===== src/eew_pkg.sv =====
package eew_pkg;
    localparam logic [3:0] EEW_FIXED_NIBBLE = 4'ha;
    localparam int EEW_WORD_BITS = 8;
    localparam int EEW_ACK_BIT = 8;
    localparam int EEW_CLK_MHZ = 100;
    localparam int EEW_WR_MS_STD = 10;
    localparam int EEW_WR_MS_LOW = 20;
    localparam int EEW_WR_CYC_STD = EEW_WR_MS_STD * 1000 * EEW_CLK_MHZ;
    localparam int EEW_WR_CYC_LOW = EEW_WR_MS_LOW * 1000 * EEW_CLK_MHZ;
    localparam int EEW_MEM_AW = 13;
    localparam logic [1:0] EEW_UPPER_QUAD = 2'h3;
    typedef enum logic [2:0] {
        EEW_IDLE,
        EEW_ADDR,
        EEW_ACK,
        EEW_RX,
        EEW_TX,
        EEW_MACK
    } eew_state_e;
endpackage


===== src/eew_sync.sv =====
`timescale 1ns/1ps
module eew_sync (
    input wire logic mclk,
    input wire logic rst_n,
    input wire logic din,
    output logic dout
);
    logic meta;
    logic next_meta;
    logic next_dout;

    always_comb begin
        next_meta = din;
        next_dout = meta;
    end

    always_ff @(posedge mclk) begin
        if (!rst_n) begin
            meta <= 1'b1;
            dout <= 1'b1;
        end else begin
            meta <= next_meta;
            dout <= next_dout;
        end
    end
endmodule


===== src/eew_front_end.sv =====
`timescale 1ns/1ps
module eew_front_end #(
    parameter int WR_CYCLES = eew_pkg::EEW_WR_CYC_STD
) (
    input wire logic mclk,
    input wire logic rst_n,
    input wire logic scl_in,
    input wire logic sda_in,
    output logic sda_out,
    output logic sda_oe,
    input wire logic strap_select_bit2,
    input wire logic strap_select_bit1,
    input wire logic strap_select_bit0,
    input wire logic write_protect,
    input wire logic [7:0] tx_data,
    input wire logic upper_quadrant,
    output logic rx_valid,
    output logic [7:0] rx_data,
    output logic rx_first,
    output logic rx_refused,
    output logic tx_req,
    output logic read_mode,
    output logic standby,
    output logic write_busy
);
    import eew_pkg::*;

    // ****************************************
    // Pin synchronisers
    // ****************************************
    logic scl_s;
    logic sda_s;
    logic scl_d;
    logic sda_d;

    eew_sync u_scl (.mclk(mclk), .rst_n(rst_n), .din(scl_in), .dout(scl_s));
    eew_sync u_sda (.mclk(mclk), .rst_n(rst_n), .din(sda_in), .dout(sda_s));

    // Level pins pass two flops as well
    logic [3:0] pin_raw;
    logic [3:0] pin_s;
    assign pin_raw = {write_protect, strap_select_bit2, strap_select_bit1, strap_select_bit0};
    for (genvar g = 0; g < 4; g++) begin : g_pin_sync
        eew_sync u_pin (.mclk(mclk), .rst_n(rst_n), .din(pin_raw[g]), .dout(pin_s[g]));
    end

    logic scl_rise;
    logic scl_fall;
    logic start_ev;
    logic stop_ev;
    assign scl_rise = scl_s & ~scl_d;
    assign scl_fall = ~scl_s & scl_d;
    assign start_ev = scl_s & scl_d & sda_d & ~sda_s;
    assign stop_ev = scl_s & scl_d & ~sda_d & sda_s;

    // ****************************************
    // Protocol state
    // ****************************************
    eew_state_e state;
    eew_state_e next_state;
    logic [3:0] bitcnt;
    logic [3:0] next_bitcnt;
    logic [7:0] shreg;
    logic [7:0] next_shreg;
    logic ack_drive;
    logic next_ack_drive;
    logic tx_low;
    logic next_tx_low;
    logic rd;
    logic next_rd;
    logic first;
    logic next_first;
    logic wrote;
    logic next_wrote;
    logic nack_seen;
    logic next_nack_seen;
    logic [$clog2(WR_CYCLES+1)-1:0] wr_cnt;
    logic [$clog2(WR_CYCLES+1)-1:0] next_wr_cnt;
    logic next_rx_valid;
    logic [7:0] next_rx_data;
    logic next_rx_first;
    logic next_rx_refused;
    logic next_tx_req;
    logic next_standby;
    logic [7:0] addr_word;
    logic addr_match;
    logic protect_hit;

    // Strap pins are pulled low in the pad when left open
    assign addr_word = {shreg[6:0], sda_s};
    assign addr_match = (addr_word[7:4] == EEW_FIXED_NIBBLE) &&
        (addr_word[3:1] == pin_s[2:0]);
    assign protect_hit = pin_s[3] & upper_quadrant;

    always_comb begin
        next_state = state;
        next_bitcnt = bitcnt;
        next_shreg = shreg;
        next_ack_drive = ack_drive;
        next_tx_low = tx_low;
        next_rd = rd;
        next_first = first;
        next_wrote = wrote;
        next_nack_seen = nack_seen;
        next_wr_cnt = wr_cnt;
        next_rx_valid = 1'b0;
        next_rx_data = rx_data;
        next_rx_first = rx_first;
        next_rx_refused = rx_refused;
        next_tx_req = 1'b0;
        next_standby = standby;
        if (wr_cnt != '0) begin
            next_wr_cnt = wr_cnt - 1'b1;
            if (wr_cnt == 1) begin
                next_standby = 1'b1;
            end
        end
        if (stop_ev) begin
            next_state = EEW_IDLE;
            next_ack_drive = 1'b0;
            next_tx_low = 1'b0;
            if (wrote && wr_cnt == '0) begin
                next_wr_cnt = WR_CYCLES[$bits(wr_cnt)-1:0];
                next_standby = 1'b0;
            end else if (wr_cnt == '0) begin
                next_standby = 1'b1;
            end
            next_wrote = 1'b0;
        end else if (start_ev) begin
            // Inputs stay deaf during the internal write
            if (wr_cnt == '0) begin
                next_state = EEW_ADDR;
                next_standby = 1'b0;
            end
            next_bitcnt = '0;
            next_ack_drive = 1'b0;
            next_tx_low = 1'b0;
            next_wrote = 1'b0;
        end else begin
            case (state)
                EEW_IDLE: begin
                    next_bitcnt = '0;
                end
                EEW_ADDR, EEW_RX: begin
                    if (scl_rise) begin
                        next_shreg = {shreg[6:0], sda_s};
                        next_bitcnt = bitcnt + 1'b1;
                        if (bitcnt == 4'(EEW_WORD_BITS - 1)) begin
                            next_bitcnt = '0;
                            if (state == EEW_ADDR) begin
                                if (addr_match) begin
                                    next_state = EEW_ACK;
                                    next_rd = addr_word[0];
                                    next_first = 1'b1;
                                end else begin
                                    next_state = EEW_IDLE;
                                    next_standby = 1'b1;
                                end
                            end else begin
                                next_state = EEW_ACK;
                                next_rx_valid = 1'b1;
                                next_rx_data = addr_word;
                                next_rx_first = first;
                                next_rx_refused = protect_hit;
                                next_first = 1'b0;
                                next_wrote = wrote | ~protect_hit;
                            end
                        end
                    end
                end
                EEW_ACK: begin
                    // Pull low across the whole ninth clock
                    if (scl_fall && !ack_drive) begin
                        next_ack_drive = 1'b1;
                    end else if (scl_fall && ack_drive) begin
                        next_ack_drive = 1'b0;
                        if (rd) begin
                            next_state = EEW_TX;
                            next_shreg = tx_data;
                            next_tx_req = 1'b1;
                            next_tx_low = ~tx_data[7];
                            next_bitcnt = '0;
                        end else begin
                            next_state = EEW_RX;
                        end
                    end
                end
                EEW_TX: begin
                    if (scl_fall) begin
                        next_bitcnt = bitcnt + 1'b1;
                        next_shreg = {shreg[6:0], 1'b1};
                        if (bitcnt == 4'(EEW_WORD_BITS - 1)) begin
                            next_state = EEW_MACK;
                            next_tx_low = 1'b0;
                        end else begin
                            next_tx_low = ~shreg[6];
                        end
                    end
                end
                EEW_MACK: begin
                    if (scl_rise) begin
                        next_nack_seen = sda_s;
                    end else if (scl_fall) begin
                        next_bitcnt = '0;
                        if (nack_seen) begin
                            next_state = EEW_IDLE;
                        end else begin
                            next_state = EEW_TX;
                            next_shreg = tx_data;
                            next_tx_req = 1'b1;
                            next_tx_low = ~tx_data[7];
                        end
                    end
                end
                default: begin
                    next_state = EEW_IDLE;
                end
            endcase
        end
    end

    always_ff @(posedge mclk) begin
        if (!rst_n) begin
            state <= EEW_IDLE;
            bitcnt <= '0;
            shreg <= '0;
            ack_drive <= 1'b0;
            tx_low <= 1'b0;
            rd <= 1'b0;
            first <= 1'b0;
            wrote <= 1'b0;
            nack_seen <= 1'b0;
            wr_cnt <= '0;
            rx_valid <= 1'b0;
            rx_data <= '0;
            rx_first <= 1'b0;
            rx_refused <= 1'b0;
            tx_req <= 1'b0;
            standby <= 1'b1;
            scl_d <= 1'b1;
            sda_d <= 1'b1;
        end else begin
            state <= next_state;
            bitcnt <= next_bitcnt;
            shreg <= next_shreg;
            ack_drive <= next_ack_drive;
            tx_low <= next_tx_low;
            rd <= next_rd;
            first <= next_first;
            wrote <= next_wrote;
            nack_seen <= next_nack_seen;
            wr_cnt <= next_wr_cnt;
            rx_valid <= next_rx_valid;
            rx_data <= next_rx_data;
            rx_first <= next_rx_first;
            rx_refused <= next_rx_refused;
            tx_req <= next_tx_req;
            standby <= next_standby;
            scl_d <= scl_s;
            sda_d <= sda_s;
        end
    end

    // ****************************************
    // Open-drain data pin
    // ****************************************
    assign sda_out = 1'b0;
    assign sda_oe = ack_drive | tx_low;
    assign read_mode = rd;
    assign write_busy = (wr_cnt != '0);

    // ****************************************
    // Checks
    // ****************************************
    a_oe_only_ack_tx: assert property (@(posedge mclk) disable iff (!rst_n)
        sda_oe |-> (state == EEW_ACK || state == EEW_TX))
        else $error("Data line driven outside ack or data");
    a_start_to_addr: assert property (@(posedge mclk) disable iff (!rst_n)
        (start_ev && !stop_ev && wr_cnt == '0) |=> state == EEW_ADDR)
        else $error("Start not taken");
    a_stop_idle: assert property (@(posedge mclk) disable iff (!rst_n)
        stop_ev |=> state == EEW_IDLE && !sda_oe)
        else $error("Stop did not return to idle");
    a_ack_drive_low: assert property (@(posedge mclk) disable iff (!rst_n)
        (state == EEW_ACK && scl_fall && !ack_drive && !start_ev && !stop_ev) |=> sda_oe)
        else $error("No acknowledge on ninth clock");
    a_match_ack: assert property (@(posedge mclk) disable iff (!rst_n)
        (state == EEW_ADDR && scl_rise && bitcnt == 4'h7 && addr_match
            && !start_ev && !stop_ev) |=> state == EEW_ACK)
        else $error("Matching address not acknowledged");
    a_mismatch_idle: assert property (@(posedge mclk) disable iff (!rst_n)
        (state == EEW_ADDR && scl_rise && bitcnt == 4'h7 && !addr_match
            && !start_ev && !stop_ev) |=> state == EEW_IDLE && standby)
        else $error("Mismatched address not dropped");
    a_dir_bit: assert property (@(posedge mclk) disable iff (!rst_n)
        (state == EEW_ADDR && scl_rise && bitcnt == 4'h7 && addr_match
            && !start_ev && !stop_ev) |=> rd == $past(sda_s))
        else $error("Direction bit not taken");
    a_protect: assert property (@(posedge mclk) disable iff (!rst_n)
        (rx_valid && $past(pin_s[3]) && $past(upper_quadrant)) |-> rx_refused)
        else $error("Protected write not refused");
    a_write_busy: assert property (@(posedge mclk) disable iff (!rst_n)
        $rose(write_busy) |-> wr_cnt == WR_CYCLES[$bits(wr_cnt)-1:0])
        else $error("Write timer loaded wrongly");
    a_stop_standby: assert property (@(posedge mclk) disable iff (!rst_n)
        (stop_ev && !wrote && wr_cnt == '0) |=> standby)
        else $error("Stop did not enter standby");
endmodule


===== config.mk =====
export PLATFORM = sky130hd
export DESIGN_NAME = eew_front_end
export DESIGN_NICKNAME = d
export VERILOG_FILES = /design/src/eew_pkg.sv /design/src/eew_sync.sv /design/src/eew_front_end.sv
export SDC_FILE = /design/constraint.sdc
export NUM_CORES = 1
export LEC_CHECK = 0
export BUFFER_PORTS_ARGS = -buffer_cell sky130_fd_sc_hd__buf_2
export CORE_ASPECT_RATIO = 0.9
export CORE_MARGIN = 2
export CORE_UTILIZATION = 53
export DETAILED_ROUTE_END_ITERATION = 7
export PLACE_DENSITY = 0.76
export SYNTH_ARGS = -nofsm -noshare
export SYNTH_HDL_FRONTEND = slang
export SYNTH_SLANG_ARGS = --single-unit
export TNS_END_PERCENT = 100

===== constraint.sdc =====
create_clock -name mclk -period 1.8 [get_ports mclk]
set_input_delay 0.36 -clock mclk [delete_from_list [all_inputs] [get_ports mclk]]
set_output_delay 0.36 -clock mclk [all_outputs]
set_load 0.05 [all_outputs]

==> metrics.cfg <==
[yosys]
yosysWarnings=0
async_flop_share_pct=0
ys_seq_area_share_pct=40.51
synth_nets=405
avgSynthCellArea_um2=8.622
synth_area_um2=3311
ys.flop_type=dfxtp_1
synth_edf_count=0
yosys.area_share.simple_pct=28.95
ys_types=58
yosys.area_share.xor_xnor_pct=4.233
synth_fa_ha_area_share_pct=1.512
synth_top_family_by_area=simple AND/OR/NAND/NOR gates
ys_ff_latch=67
synth_cells=384
synth_mux_area_share_pct=3.326
synth_compound_gate_area_share_pct=17.57

[routing]
wl_per_cell_um=16.73
ant_nets=0
drt_iter0_markers=375
drc=0
drt-vias-per-instance=6.061
route.vias.total=3285
first_pass_iters=5
totalWireLength_mm=9.065

[setup_path]
required_ns=1.44
worstSetupEndpointType=output port
worstSetupStartpointType=flip-flop
critPathMaxFanout=2
critPathArrivalTime_ns=1.80
worst-setup-path-type=flip-flop to output port

[sta]
fin_hold_ws_ns=0.1934
slew_violations=0
setup_viol=25
fin_crit_sh_pct=120.1
layout_setup_ws_ns=-0.3615
tns_ns=-6.517
finalHoldViolCount=0
fmax_mhz=462.6
grt_setup_unrepaired=true
skew_ns=0.003917
period_minus_slack_ns=2.161

[status]
violations=negative setup slack
status=complete, but fails checks

[clock_network]
htree_num_levels=3
ctsHoldBuffers=0
clock_latency_ns=0.34
clkTransAtPathRegs_ns=0.07
cts_tree=built
numCtsBuffers=9
clock_tree.root_cell=clkbuf_8
clockBufferDepth=2
clock-sinks=67

[place]
port_buffers=32
preCtsSetupSlack_ns=-0.2048
hpwlAfterDp_mm=5.709
gp_congestion=0.9098

[floorplanning]
fp.dieW_um=87.31
initial_core_util_pct=54.44
design.die.area_um2=6896
dieHeight_um=78.98
io-pin-count=34
coreArea_um2=6081
placementRows=27

[finish]
antennaDiodeCount=0
seq_area_um2=1358
drive_above_1_share_pct=35.53
mostFrequentLayoutCell=dfxtp_1
num-nets-final=487
areaGrowthSynthToFinish_pct=31.48
final_cell_mix=dfxtp_1 (54), buf_4 (52), nand2_1 (41)
multiInputGateArea_um2=2016
final_core_util_pct=71.58
nFillCells=427

[pwr]
powerDensity_nw_per_um2=1519
peakVddDrop_v=0.001339
p_leak_nw=1.668

[global_route]
grt_max_degree=27
grt_remaining_overflow=0
grt_usage_pct=25.53
grt_pass1_wl_mm=13.92
antenna_found_initial=0
grt_pass1_vias=2914

[worst_hold_path]
hold_path.class=primary input to flip-flop

[flow_run]
drv_cap=0

final timing paths:
path,cells after the start,slack (ns),start,end
max reg2reg,8,-0.34,wr_cnt[10],wr_cnt[6]
min reg2reg,1,0.41,u_scl.meta,u_scl.dout
min,2,0.19,sda_in,u_sda.meta
max,4,-0.36,wr_cnt[10],write_busy
sequential cells by signal, indices dropped and copies added (netlist names), 3 cells and up:
| name | count |
|---|---|
| wr_cnt | 20 |
| g_pin_sync.u_pin.dout | 4 |
| rx_data | 8 |
| g_pin_sync.u_pin.meta | 4 |
| shreg | 7 |
| bitcnt | 4 |
| state | 3 |
metrics by stage:
stage	power, mW	area, um^2	instances
after floorplan	3.648	3336	384
after global placement	4.465	3891	518
after detailed placement	4.509	3891	518
after CTS	5.967	4178	538
after global routing	6.930	4353	542
final	6.613	4353	542
logic make-up (layout without fill, tap and decap cells):
kind of cell	after synthesis	after routing
adder cells (fa/ha/maj)	4	4
AND/OR/NAND/NOR	167	167
multiplexers	11	11
buffers and inverters	30	115
AO/OA/AOI/OAI	88	89
other	1	1
flip-flops	67	67
XOR/XNOR	16	16
cell type report:
type | count | share of cell area, %
multi-input combinational | 288 | 46.31
sequential | 67 | 31.19
timing repair buffer | 92 | 15.38
clock buffer | 9 | 2.846
tap | 72 | 2.070
clock inverter | 6 | 1.523
inverter | 8 | 0.6899
metal layers:
layer / GRT usage (%) / share of wire [%] / vias to the layer above
met5: 0 / 0 / -
met3: 5.198 / 6.1 / 23
met2: 37.12 / 45 / 129
li1: - / - / 1547
met4: 11.23 / 2.1 / 0
met1: 36.38 / 46 / 1586
cell usage after synthesis, types with 5 or more instances:
| cell | n | area, um^2 |
|---|---|---|
| a31oi_1 | 7 | 43.79 |
| o22ai_1 | 5 | 31.28 |
| nand2_1 | 42 | 157.7 |
| nor3_1 | 6 | 30.03 |
| a211oi_1 | 8 | 60.06 |
| mux2i_1 | 11 | 110.1 |
| clkbuf_1 | 15 | 56.30 |
| nand4_1 | 5 | 31.28 |
| nand3b_1 | 5 | 37.54 |
| a21oi_1 | 30 | 150.1 |
| nor2_1 | 39 | 146.4 |
| nand3_1 | 8 | 40.04 |
| xnor2_1 | 14 | 122.6 |
| inv_1 | 7 | 26.28 |
| nand2b_1 | 22 | 137.6 |
| dfxtp_1 | 67 | 1341 |
| o21ai_0 | 9 | 45.04 |
| or3_1 | 5 | 31.28 |
timing repair:
item                       4_1_cts  5_1_grt
setup endpoints to repair       25       44
cloned                           1        1
buffers inserted                 4        4
pin swaps                        8       13
gates resized for setup         10       42
power by group:
part | leakage, nW | switching [mW] | internal [mW]
clock | 0.0994 | 0.600 | 0.637
combinational | 1.02 | 1.85 | 1.65
sequential | 0.551 | 0.185 | 1.69
worst max-delay path, cell delays in order (launching register included):
cell	delay, ns
dfxtp_2	0.32
or4_4	0.55
nor4_4	0.18
nand4_1	0.20
buf_6	0.21
Note: power is estimated with default switching activity, not from simulation.
